<file path="src/rtl/tpwm_params.svh">
`ifndef TPWM_PARAMS_SVH
`define TPWM_PARAMS_SVH

// register byte offsets
`define TPWM_OFF_CTRL   8'h00
`define TPWM_OFF_COUNT  8'h04
`define TPWM_OFF_CMPA   8'h08
`define TPWM_OFF_CMPB   8'h0C
`define TPWM_OFF_CAPTOP 8'h10
`define TPWM_OFF_FLAGS  8'h14

// control register fields
`define TPWM_CTRL_MODE_LSB  0
`define TPWM_CTRL_ACTA_LSB  4
`define TPWM_CTRL_ACTB_LSB  6
`define TPWM_CTRL_DIRA_BIT  8
`define TPWM_CTRL_DIRB_BIT  9

// flag register bits
`define TPWM_FLG_OVF   0
`define TPWM_FLG_CMPA  1
`define TPWM_FLG_CMPB  2
`define TPWM_FLG_CAP   3

// waveform mode codes
`define TPWM_M_PC8     4'h1
`define TPWM_M_PC9     4'h2
`define TPWM_M_PC10    4'h3
`define TPWM_M_FAST8   4'h5
`define TPWM_M_FAST9   4'h6
`define TPWM_M_FAST10  4'h7
`define TPWM_M_PC_CAP  4'hA
`define TPWM_M_PC_CMPA 4'hB
`define TPWM_M_FS_CAP  4'hE
`define TPWM_M_FS_CMPA 4'hF

// fixed tops and counter limits
`define TPWM_TOP8    16'h00FF
`define TPWM_TOP9    16'h01FF
`define TPWM_TOP10   16'h03FF
`define TPWM_BOTTOM  16'h0000

// output action codes
`define TPWM_ACT_OFF    2'h0
`define TPWM_ACT_TOGGLE 2'h1
`define TPWM_ACT_NONINV 2'h2
`define TPWM_ACT_INV    2'h3

// reset values
`define TPWM_RST_WORD 16'h0000

`endif

</file>
<file path="src/rtl/tpwm_pkg.sv">
package tpwm_pkg;

  typedef enum logic {
    TPWM_UP,
    TPWM_DOWN
  } tpwm_dir_t;

  // all state of the pwm block
  typedef struct packed {
    logic [15:0]       cnt;
    tpwm_dir_t         dir;
    logic [1:0][15:0]  ocr;
    logic [1:0][15:0]  buf_v;
    logic [15:0]       cap;
    logic [3:0]        mode;
    logic [1:0][1:0]   act;
    logic [1:0]        pdir;
    logic [1:0]        oc;
    logic [3:0]        flags;
    logic [31:0]       prdata;
    logic              pready;
    logic              pslverr;
    logic [1:0]        pin_o;
    logic [1:0]        pin_oe;
  } tpwm_state_t;

endpackage

</file>
<file path="src/rtl/tpwm_core.sv">
// Functional notes
// fast modes 5,6,7,14,15 count up bottom to top, then restart at bottom
// fast top: 0x00FF/0x01FF/0x03FF for 5/6/7, capture_top_value 14, compare_a_value 15
// fast: counter at top clears to bottom on next timer tick
// fast: select 2 clears on match, sets at top; select 3 inverse
// fast: overflow_flag at top; compare_a_flag/capture_flag too when defining top
// count equal to a compare_value sets that channel's compare flag
// fixed top modes mask compare writes above resolution to zero
// capture_top_value unbuffered; below count, counter wraps via 0xFFFF
// fast: compare writes buffered, loaded at top with clear and overflow
// fast: compare 0 gives one-tick spike; compare equal top gives constant level
// fast: channel a select 1 toggles on match, only in mode 15
// dual modes 1,2,3,10,11 count up to top then down to bottom
// dual top: fixed for 1/2/3, capture_top_value 10, compare_a_value 11
// dual: count stays at top one tick before going down
// dual: select 2 clears on up match, sets on down match; 3 inverse
// dual: overflow_flag set at bottom, not top
// dual: buffers load at top; top-defining flag set at top
// dual: compare at bottom gives low, at top high; inverted opposite
// dual: channel a select 1 toggles on match in mode 11
// waveform reaches pin only when pin_direction_bit is output
// software keeps register top between 0x0003 and 0xFFFF
// top below a compare_value gives no match on that channel
// software should not change top on the fly in dual mode
// select 0 takes no action on compare_output
// reset clears compare_output state to zero
// counter, flags and pwm-mode loads advance only on timer ticks
//
// Decided for this implementation: the APB register port and the address map.
`timescale 1ns/1ns
`include "tpwm_params.svh"

module tpwm_core (
  // clock and reset
  input  wire logic        ref_clk,
  input  wire logic        sys_rst,
  // prescaled timer tick
  input  wire logic        timer_tick,
  // apb slave
  input  wire logic        psel,
  input  wire logic        penable,
  input  wire logic        pwrite,
  input  wire logic [7:0]  paddr,
  input  wire logic [31:0] pwdata,
  output logic      [31:0] prdata,
  output logic             pready,
  output logic             pslverr,
  // compare output pins, channel a in bit 0
  output logic      [1:0]  pin_o,
  output logic      [1:0]  pin_oe
);

  tpwm_pkg::tpwm_state_t q;
  tpwm_pkg::tpwm_state_t d;

  function automatic logic is_fast(input logic [3:0] m);
    is_fast = (m == `TPWM_M_FAST8) || (m == `TPWM_M_FAST9) || (m == `TPWM_M_FAST10)
           || (m == `TPWM_M_FS_CAP) || (m == `TPWM_M_FS_CMPA);
  endfunction

  function automatic logic is_dual(input logic [3:0] m);
    is_dual = (m == `TPWM_M_PC8) || (m == `TPWM_M_PC9) || (m == `TPWM_M_PC10)
           || (m == `TPWM_M_PC_CAP) || (m == `TPWM_M_PC_CMPA);
  endfunction

  // fixed resolution mask, all ones when top comes from a register
  function automatic logic [15:0] fix_mask(input logic [3:0] m);
    if (m == `TPWM_M_FAST8 || m == `TPWM_M_PC8) begin
      fix_mask = `TPWM_TOP8;
    end else if (m == `TPWM_M_FAST9 || m == `TPWM_M_PC9) begin
      fix_mask = `TPWM_TOP9;
    end else if (m == `TPWM_M_FAST10 || m == `TPWM_M_PC10) begin
      fix_mask = `TPWM_TOP10;
    end else begin
      fix_mask = 16'hFFFF;
    end
  endfunction

  function automatic logic top_is_cap(input logic [3:0] m);
    top_is_cap = (m == `TPWM_M_FS_CAP) || (m == `TPWM_M_PC_CAP);
  endfunction

  function automatic logic top_is_cmpa(input logic [3:0] m);
    top_is_cmpa = (m == `TPWM_M_FS_CMPA) || (m == `TPWM_M_PC_CMPA);
  endfunction

  logic        fast;
  logic        dual;
  logic [15:0] top;
  logic        at_top;
  logic        at_bot;
  logic [1:0]  match;
  logic        up_eff;
  logic        acc;
  logic [3:0]  fset;   // this cycle's flag events, kept apart so a clear cannot hide them

  // mode decode and top select
  always_comb begin
    fast = is_fast(q.mode);
    dual = is_dual(q.mode);
    if (top_is_cap(q.mode)) begin
      top = q.cap;
    end else if (top_is_cmpa(q.mode)) begin
      top = q.ocr[0];
    end else begin
      top = fix_mask(q.mode);
    end
    at_top = (q.cnt == top);
    at_bot = (q.cnt == `TPWM_BOTTOM);
    // a match at bottom counts as upward, at top as downward
    up_eff = at_bot ? 1'b1 : (at_top ? 1'b0 : (q.dir == tpwm_pkg::TPWM_UP));
    for (int i = 0; i < 2; i++) begin
      match[i] = (q.cnt == q.ocr[i]) && (q.ocr[i] <= top);
    end
    acc = psel && penable && !q.pready;
  end

  // next state: bus, counter, flags and outputs
  always_comb begin
    d = q;
    d.pready  = 1'b0;
    d.pslverr = 1'b0;
    fset      = 4'h0;
    // timer events, only on a tick
    if (timer_tick && (fast || dual)) begin
      if (fast) begin
        d.cnt = at_top ? `TPWM_BOTTOM : 16'(q.cnt + 16'h0001);
        d.dir = tpwm_pkg::TPWM_UP;
        if (at_top) begin
          d.ocr = q.buf_v;
          fset[`TPWM_FLG_OVF] = 1'b1;
        end
      end else begin
        if (q.dir == tpwm_pkg::TPWM_UP && at_top) begin
          d.dir = tpwm_pkg::TPWM_DOWN;
          d.cnt = 16'(q.cnt - 16'h0001);
        end else if (q.dir == tpwm_pkg::TPWM_DOWN && at_bot) begin
          d.dir = tpwm_pkg::TPWM_UP;
          d.cnt = 16'(q.cnt + 16'h0001);
          fset[`TPWM_FLG_OVF] = 1'b1;
        end else if (q.dir == tpwm_pkg::TPWM_UP) begin
          d.cnt = 16'(q.cnt + 16'h0001);
        end else begin
          d.cnt = 16'(q.cnt - 16'h0001);
        end
        if (at_top) begin
          d.ocr = q.buf_v;
        end
      end
      if (at_top && top_is_cap(q.mode)) begin
        fset[`TPWM_FLG_CAP] = 1'b1;
      end
      // compare_a as top matches at top, so its flag rises there too
      if (match[0]) begin
        fset[`TPWM_FLG_CMPA] = 1'b1;
      end
      if (match[1]) begin
        fset[`TPWM_FLG_CMPB] = 1'b1;
      end
      for (int i = 0; i < 2; i++) begin
        if (q.act[i] == `TPWM_ACT_TOGGLE) begin
          // toggle only for channel a with compare_a as top
          if (i == 0 && match[0] && top_is_cmpa(q.mode)) begin
            d.oc[0] = ~q.oc[0];
          end
        end else if (q.act[i] != `TPWM_ACT_OFF) begin
          if (fast) begin
            // set at top wins, so compare equal top holds a steady level
            if (at_top) begin
              d.oc[i] = (q.act[i] == `TPWM_ACT_NONINV);
            end else if (match[i]) begin
              d.oc[i] = (q.act[i] == `TPWM_ACT_INV);
            end
          end else if (match[i]) begin
            d.oc[i] = up_eff ? (q.act[i] == `TPWM_ACT_INV)
                             : (q.act[i] == `TPWM_ACT_NONINV);
          end
        end
      end
    end
    // flags only set here; a clear below keeps these events
    d.flags = q.flags | fset;
    // without a pwm mode the buffers are transparent
    if (!(fast || dual)) begin
      d.ocr = q.buf_v;
    end
    // apb access, answered one cycle into the access phase
    if (acc) begin
      d.pready = 1'b1;
      d.prdata = 32'h0000_0000;
      if (paddr == `TPWM_OFF_CTRL) begin
        if (pwrite) begin
          d.mode    = pwdata[`TPWM_CTRL_MODE_LSB +: 4];
          d.act[0]  = pwdata[`TPWM_CTRL_ACTA_LSB +: 2];
          d.act[1]  = pwdata[`TPWM_CTRL_ACTB_LSB +: 2];
          d.pdir[0] = pwdata[`TPWM_CTRL_DIRA_BIT];
          d.pdir[1] = pwdata[`TPWM_CTRL_DIRB_BIT];
        end else begin
          d.prdata = {22'h0, q.pdir, q.act[1], q.act[0], q.mode};
        end
      end else if (paddr == `TPWM_OFF_COUNT) begin
        if (pwrite) begin
          d.cnt = pwdata[15:0];
        end else begin
          d.prdata = {16'h0000, q.cnt};
        end
      end else if (paddr == `TPWM_OFF_CMPA || paddr == `TPWM_OFF_CMPB) begin
        if (pwrite) begin
          // mask uses the mode in force at the write
          if (paddr == `TPWM_OFF_CMPA) begin
            d.buf_v[0] = pwdata[15:0] & fix_mask(q.mode);
          end else begin
            d.buf_v[1] = pwdata[15:0] & fix_mask(q.mode);
          end
        end else begin
          d.prdata = {16'h0000, q.buf_v[paddr == `TPWM_OFF_CMPB]};
        end
      end else if (paddr == `TPWM_OFF_CAPTOP) begin
        if (pwrite) begin
          d.cap = pwdata[15:0];
        end else begin
          d.prdata = {16'h0000, q.cap};
        end
      end else if (paddr == `TPWM_OFF_FLAGS) begin
        if (pwrite) begin
          // write one to clear; a flag set by this cycle's tick survives
          d.flags = (q.flags & ~pwdata[3:0]) | fset;
        end else begin
          d.prdata = {28'h0, q.flags};
        end
      end else begin
        d.pslverr = 1'b1;
      end
    end
    // pin drive gated by direction and an active select
    for (int i = 0; i < 2; i++) begin
      d.pin_o[i]  = d.oc[i];
      d.pin_oe[i] = d.pdir[i] && (d.act[i] != `TPWM_ACT_OFF);
    end
  end

  // state register
  always_ff @(posedge ref_clk) begin
    if (sys_rst) begin
      q <= '0;
    end else begin
      q <= d;
    end
  end

  assign prdata  = q.prdata;
  assign pready  = q.pready;
  assign pslverr = q.pslverr;
  assign pin_o   = q.pin_o;
  assign pin_oe  = q.pin_oe;
endmodule // tpwm_core

</file>
<file path="config.mk">
export PLATFORM = sky130hd
export DESIGN_NAME = tpwm_core
export DESIGN_NICKNAME = d
export VERILOG_FILES = /design/src/rtl/tpwm_pkg.sv /design/src/rtl/tpwm_core.sv
export VERILOG_INCLUDE_DIRS = /design/src /design/src/rtl
export SDC_FILE = /design/constraint.sdc
export NUM_CORES = 1
export LEC_CHECK = 0
export ABC_AREA = 0
export BUFFER_PORTS_ARGS = -buffer_cell sky130_fd_sc_hd__buf_2
export CORE_MARGIN = 2
export CORE_UTILIZATION = 55
export CTS_CLUSTER_DIAMETER = 120
export DETAILED_ROUTE_END_ITERATION = 16
export PLACE_DENSITY_LB_ADDON = 0.2
export SETUP_SLACK_MARGIN = 0.05
export SLEW_MARGIN = 30
export SYNTH_ARGS = -nofsm -noshare
export SYNTH_HDL_FRONTEND = slang
export SYNTH_SLANG_ARGS = --single-unit
export TNS_END_PERCENT = 20
</file>
<file path="constraint.sdc">
create_clock -name ref_clk -period 4.7 [get_ports ref_clk]
set_clock_uncertainty 0.05 [all_clocks]
set_input_delay 0.47 -clock ref_clk [delete_from_list [all_inputs] [get_ports ref_clk]]
set_output_delay 0.47 -clock ref_clk [all_outputs]
set_load 0.02 [all_outputs]
</file>
==> results.md, run 1 <==
* Status: complete, no violations
* Die area at 17000 um^2
* Nets at ~1200
* # port buffers at 51
* Share of the synthesized area in the top cell type at 30.3%
* Largest family of logic cells by synthesized area: simple AND/OR/NAND/NOR gates
* Share of layout cells above drive strength 1 at 12.1%
* Final setup vio count at 0
* CP Launch Type: flip-flop
* Slew margin rel. at 39.3%
* CTS tree: yes
* DRT antenna net count at 0
* Required @ worst endpoint at 5.01 ns
* I/O pin count at 84
* Chip width at approximately 130 um
* Vias in the first global route at 7688
* Clk Latency, worst-skew pair at 0.44 ns
* Clock sink count at about 130
* DIE HEIGHT at 130 um
* Post-synthesis area per instance at between 7 and 8 um^2
* Total GRT Usage at around a third
* CTS HTree Levels at 4
* Synth Register Bits at 133
* Max-cap violations at 0
* Longest Clk Path Bufs at 2
* Rows at 46
* Post-CTS Hold Buffers at 0
* CP Capture Type: flip-flop
* Worst vdd ir at 0.282 mV
* Drt pass-1 iters at 8
* Yosys cell types at a little under 80
* Largest area contributor in the netlist: dfxtp_1
* Placer congestion estimate at 1.00
* Final hold violation count at 0
* Starting Density at 55.8%
* Ys flop type: dfxtp_1
* Worst hold slack at between 0.2 and 0.3 ns
* Reg clk slew, reported paths at 0.07 ns
* Synth Area in Compound Gates at 21.8%
* Via density at 6.34
* GRT overflow at 0
* Setup bufs post-CTS at 0
* Synth Area in Simple Gates at 22.9%
* Resized Gates After CTS at 0
* Worst Path Max Fanout at 26
* Final TNS setup at 0 ns
* Core area at 15800 um^2
* First-pass GRT wire length at 43300 um
* Cells after synthesis at between 1000 and 1500
* Largest net degree at the start of global routing at 57
* Vias at 8575
* Adder and majority gate portion of the synthesized area at 3.19%
* Final min period at about 3.6 ns
* Max-slew violations at 0
* PnR Total Power at approximately 2.6 mW
* Cell Pwr Density at 272 nW/um^2
* Final critical-path share of the clock period at roughly three quarters
* Post-synthesis xor/xnor area fraction at 4.98%
* CP Class: reg -> reg
* Iter 0 DRT Violations at 1041
* Final HPWL from detailed placement at approximately 20000 um
* TritonCTS Buffers at 17
* Multiplexer area fraction after synthesis at about 8.5%
* Asr flop ratio synth at 0%
* YS warnings at 0
* Root Buffer: clkbuf_16
* Antenna violations before repair at 0
* WL/cell at 20.8 um
* Post-synth EDFFs at 0
* DRC violations left at 0
* Slew @ Worst Pin at 0.910 ns
* Fmax at 0.277 GHz
* RSZ-0062 raised after global routing: no
* Crit path DAT at ~3.9 ns
* Drt total wl at 28200 um
* Sequential share of the synthesized area at 30.3%
* Hold Crit Class: in -> reg
* Mapped cell area at between 8000 and 9000 um^2
* Top cells by area, synth: dfxtp_1 30%, mux2i_1 6.8%, nand2_1 5.6%
* DP Worst Slack at 1.19 ns
* Layout area overhead at 7.76%
* Worst setup margin at approximately 1.1 ns
* Pleak at 3.50 nW
* ANT cells at 0
==> through the flow <==
| stage | area (um^2) | utilization (%) | std cells |
|---|---|---|---|
| 2_1_floorplan | 8850 | - | 1156 |
| 3_3_place_gp | 8900 | 56.4 | 1320 |
| 3_5_place_dp | 8900 | 56.4 | 1320 |
| 4_1_cts | 9470 | 60.1 | 1352 |
| 5_1_grt | 9470 | 60.1 | 1352 |
| 6_report | 9470 | 60.1 | 1352 |
==> cell type report <==
cell class / count / area, um^2
Clock buffer: 18 / 439
Clock inverter: 14 / 138
Fill cell: 1479 / 6300
Inverter: 24 / 90.1
Multi-Input combinational cell: 874 / 5450
Sequential cell: 133 / 2660
Tap cell: 216 / 270
Timing Repair Buffer: 73 / 423
==> worst max-delay path, stage by stage, from the launching register on <==
cell and delay, ns:
dfxtp_2 0.67, mux2i_1 0.35, a21oi_1 0.12, or4_1 0.60
nor4_2 0.38, o2111ai_2 0.31, a21o_1 0.46, nor2_1 0.24
a21oi_1 0.11, a211oi_2 0.23
==> synth_stat cells, drive strengths merged (4+ instances only) <==
cell    count
or3         7
and4        6
nand4      12
dfxtp     133
o21ai      43
o31ai       4
nand2b     10
xor2       24
o22ai      15
clkbuf     64
nor4       16
a22oi      33
nor2      110
mux2       13
a21o        5
nand2     132
o21a        4
mux2i      60
nor3b       5
a21oi      90
or2         4
inv        23
a211oi     16
a31oi       9
o221ai      4
ha         20
nand3b      5
nand4b      4
nor3       29
nor2b       6
and3       14
and2       12
xnor2      26
o211ai     16
nand3      44
buf        61
a21boi     14
==> flip-flops by register name (all words and copies together), names as in the netlist <==
name     count
pin_o        2
pready       1
q          111
pslverr      1
pin_oe       2
prdata      16
==> logic make-up (layout without fill, tap and decap cells) <==
group	after synthesis	in the layout
AO/OA/AOI/OAI	289	289
XOR/XNOR	50	50
adder cells (fa/ha/maj)	23	23
buffers and inverters	149	129
flip-flops	133	133
multiplexers	73	73
other	1	16
AND/OR/NAND/NOR	423	423
==> where the power goes <==
part	leakage, nW	internal [mW]	switching [mW]
combinational	2.15	0.0276	0.0943
clock	0.285	0.756	0.566
sequential	1.07	1.13	0.00123
==> worst paths after layout <==
path                                  to  slack, ns  cells after the start                    from
setup reg to reg       q[145]$_SDFF_PP0_       1.09                      9      q[50]$_SDFFE_PP0P_
hold reg to reg   prdata[2]$_SDFFE_PP0P_       0.41                      2  prdata[2]$_SDFFE_PP0P_
setup / recovery       q[145]$_SDFF_PP0_       1.09                      9      q[50]$_SDFFE_PP0P_
hold / removal        q[67]$_SDFFE_PP0P_       0.29                      3              pwdata[13]
==> layer usage <==
layer	vias up	wire [um]	share of wire [%]	global-route usage, %
met3	55	2670	9.5	7.57
met1	4066	12000	43	45.6
met2	446	12500	44	51.6
met5	-	0	0	0
met4	0	971	3.4	14.2
li1	4008	-	-	-
==> layout by cell type (no fill, tap or decap), types with 7 or more instances in the layout <==
cell       synthesis  layout
nor3_1            28      28
xnor2_1           26      26
a21boi_0          13      13
nand3_1           44      44
a21oi_1           88      88
nor2_1           110     110
inv_6              0       7
buf_4             37      23
and3_1            14      14
buf_2             17      50
nand4_1           12      12
a22oi_1           32      32
a211oi_1          14      14
clkbuf_16          0      17
mux2i_1           60      60
nand2b_1          10      10
o22ai_1           15      15
nand2_1          132     132
and2_1            10      10
mux2_2            13      13
xor2_1            24      24
nor4_1            15      15
o211ai_1          16      16
conb_1             1      16
ha_1              20      20
a31oi_1            9       9
o21ai_0           38      38
dfxtp_1          133     132
or3_1              7       7
inv_1             23      23
No activity file was read; power rests on OpenSTA's default activity.
==> inputs of run 2 (changes only) <==
--- a/config.mk
+++ b/config.mk
@@ -6,7 +6,7 @@
 export SDC_FILE = /design/constraint.sdc
 export NUM_CORES = 1
 export LEC_CHECK = 0
-export ABC_AREA = 0
+export ABC_AREA = 1
 export BUFFER_PORTS_ARGS = -buffer_cell sky130_fd_sc_hd__buf_2
 export CORE_MARGIN = 2
 export CORE_UTILIZATION = 55
==> constraint.sdc (replaced) <==
create_clock -name ref_clk -period 3.7 [get_ports ref_clk]
set_clock_uncertainty 0.05 [all_clocks]
set_input_delay 0.37 -clock ref_clk [delete_from_list [all_inputs] [get_ports ref_clk]]
set_output_delay 0.37 -clock ref_clk [all_outputs]
set_load 0.02 [all_outputs]
==> run 2 against run 1 <==
Effect of this change: maximum frequency rose by 20%; flip-flop and latch count is the same; non-clock buffer count stayed put; register-to-register slack worse by 0.39 ns; utilization up 0.33 points; global-route usage rose by 0.16 points.
==> results.md, run 2 <==
* Area of the multi-input gates at 5080 um^2
* CP Class: reg -> reg
* Sequential Power Share at approximately 43%
* Required @ worst endpoint at between 3 and 4 ns
* Final critical-path share of the clock period at 81.1%
* Critical R2R Capture: q[114]$_SDFFE_PP0P_
* Final min period at around 3 ns
* Share of the synthesized area in the top cell type at 30.3%
* CP Launch Type: flip-flop
* Largest net degree at the start of global routing at 52
* WL/cell at 18.1 um
* Max reg flops at 111
* Final hold violation count at 0
* TritonCTS Buffers at 17
* Slew @ Worst Pin at 0.968 ns
* Crit path DAT at 3.25 ns
* Power share of the clock group at 52.7%
* Fin util at between 60% and 70%
* I/O pin count at 84
* Nets at 1406
* Status: complete, no violations
* Drt total wl at 28400 um
* # port buffers at 51
* Vias at 9110
* Synth Register Bits at around 130
* RR Startpoint: q[53]$_SDFFE_PP0P_
* DRT antenna net count at 0
* Post-route cell area at 9530 um^2
* Longest Clk Path Bufs at 2
* Most used cell, CP: nand2_1
* CTS tree: yes
* Vias in the first global route at a little under 8000
* DIE HEIGHT at roughly 130 um
* R2R cell count at 13
* RSZ-0062 raised after global routing: no
* Yosys cell types at 49
* YS warnings at 0
* Ys flop type: dfxtp_1
* Antenna violations before repair at 0
* Max incr delay on CP at 0.58 ns
* Core area at 15800 um^2
* Via density at 5.81
* Total GRT Usage at between 30% and 40%
* Clk Latency, worst-skew pair at 0.43 ns
* Commonest non-fill, non-tap cell in the layout: nand2_1
* Filler cells at around 1600
* Chip width at 130 um
* Root Buffer: clkbuf_16
* Slowest CP cell: dfxtp_1
* P_int at 2.54 mW
* Share of layout cells above drive strength 1 at 10.1%
* Sw Ratio at 24.1%
* Starting Density at 55.7%
* Fmax at approximately 0.33 GHz
* Final setup vio count at 0
* Pleak at 4.16 nW
* Worst vdd ir at about 0.38 mV
* CTS HTree Levels at 4
* Sw Pwr at 809 uW
* PnR Total Power at 3.35 mW
* Most frequent cells in the layout: 307 x nand2_1, 133 x dfxtp_1, 129 x o21ai_0
* Reg with most FFs: q
* Setup crit end: q[114]$_SDFFE_PP0P_
* Commonest cells post-synth: 307 x nand2_1, 133 x dfxtp_1, 129 x o21ai_0
* Iter 0 DRT Violations at ~940
* Dpl cell area at 8920 um^2
* Clock sink count at 133
* Register area at 2660 um^2
* First-pass GRT wire length at about 44000 um
* Asr flop ratio synth at 0%
* Cell Pwr Density at 352 nW/um^2
* Layout area overhead at 8.45%
* Placer congestion estimate at ~0.95
* Dpl cells at approximately 1500
* GRT overflow at 0
* DRC violations left at 0
* Post-CTS Hold Buffers at 0
* Sequential share of the synthesized area at 30.3%
* Resized Gates After CTS at 0
* CP Capture Type: flip-flop
* Mapped cell area at 8780 um^2
* Critical path cell sequence: nand2_4 > nor2_8 > nand2_1 > nand3_1 > nand2_1 > nor2_1 > nand2_1 > nor2_4 > nand2_2 > o21ai_4 > inv_2 > o21ai_0 > a21oi_1
* Final TNS setup at 0 ns
* Setup bufs post-CTS at 0
* FF-to-FF setup slack at 0.70 ns
* ANT cells at 0
* Max-cap violations at 0
* Reg clk slew, reported paths at 0.06 ns
* Most common cell in the netlist: nand2_1
* Die area at 17000 um^2
* Drt pass-1 iters at 5
* Final HPWL from detailed placement at about 21000 um
* Post-synthesis area per instance at about 6.6 um^2
* Cells after synthesis at 1340
* Rows at 46
* Slew margin rel. at between 30% and 40%
* Largest area contributor in the netlist: dfxtp_1
* Post-synth EDFFs at 0
* Worst Path Max Fanout at 35
* Hold Crit Class: in -> reg
* Max-slew violations at 0
* Logic pwr share at 4.3%
* CP startpoint: q[53]$_SDFFE_PP0P_
* Post-Layout Cell Count at 1569
* Top cells by area, synth: dfxtp_1 30%, nand2_1 13%, o21ai_0 7.3%
==> run 2: final cells by class <==
| class | count | share of cell area, % |
|---|---|---|
| multi-input cells | 987 | 53.4 |
| repair buffers | 73 | 4.41 |
| clock buffers | 18 | 4.50 |
| inverters | 128 | 5.07 |
| clock inverters | 14 | 1.86 |
| flip-flops and latches | 133 | 27.9 |
| well taps | 216 | 2.84 |
==> run 2: kinds of logic after synthesis <==
logic type,count (synthesis),synth area share [%]
and+or+nand+nor,565,27.7
AOI/OAI and AO/OA,328,20.8
buffers and inverters,235,12.5
DFF,133,30.3
xor gates and xnor gates,53,5.28
adders and majority gates,20,2.85
muxes,5,0.570
other,1,0.0427
==> run 2: how the worst min path moves through the flow <==
stage / slack [ns] / end / start / cells past startpoint
floorplan: 0.39 / q[79]$_SDFFE_PP0P_ / q[79]$_SDFFE_PP0P_ / 2
global placement: 0.40 / prdata[2]$_SDFFE_PP0P_ / prdata[2]$_SDFFE_PP0P_ / 2
detailed placement: 0.41 / prdata[10]$_SDFFE_PP0P_ / prdata[10]$_SDFFE_PP0P_ / 2
CTS: 0.21 / q[54]$_SDFFE_PP0P_ / pwdata[0] / 3
global route: 0.22 / q[54]$_SDFFE_PP0P_ / pwdata[0] / 3
finish: 0.22 / q[54]$_SDFFE_PP0P_ / pwdata[0] / 3
==> run 2: power by group through the flow <==
stage               registers [mW]  logic [mW]  clock network (mW)
finish                        1.44       0.143                1.77
global route                  1.44       0.156                1.82
CTS                           1.44       0.140                1.77
detailed placement            1.47       0.139                   0
global placement              1.47       0.139                   0
floorplan                     1.47       0.101                   0
==> run 2: critical path: cells and delay by family, from the launching register on <==
kind / cells / cell delay [ns]
AOI/OAI and AO/OA: 3 / 0.64
DFF: 1 / 0.58
buffers and inverters: 1 / 0.26
and+or+nand+nor: 9 / 1.33
==> run 2: layer usage <==
layer | up-vias | part of all wire [%] | wire length [um] | track usage [%]
met1 | 4172 | 43 | 12300 | 48.7
li1 | 4414 | - | - | -
met2 | 472 | 43 | 12200 | 49.8
met4 | 0 | 2.3 | 663 | 11.8
met5 | - | 0 | 0 | 0
met3 | 52 | 11 | 3150 | 7.21
==> run 2: through the flow <==
stage	hold slack, ns	worst slack, ns
2_1_floorplan	0.391	1.49
3_3_place_gp	0.401	0.838
3_5_place_dp	0.406	0.812
4_1_cts	0.212	0.793
5_1_grt	0.216	0.489
6_report	0.222	0.701
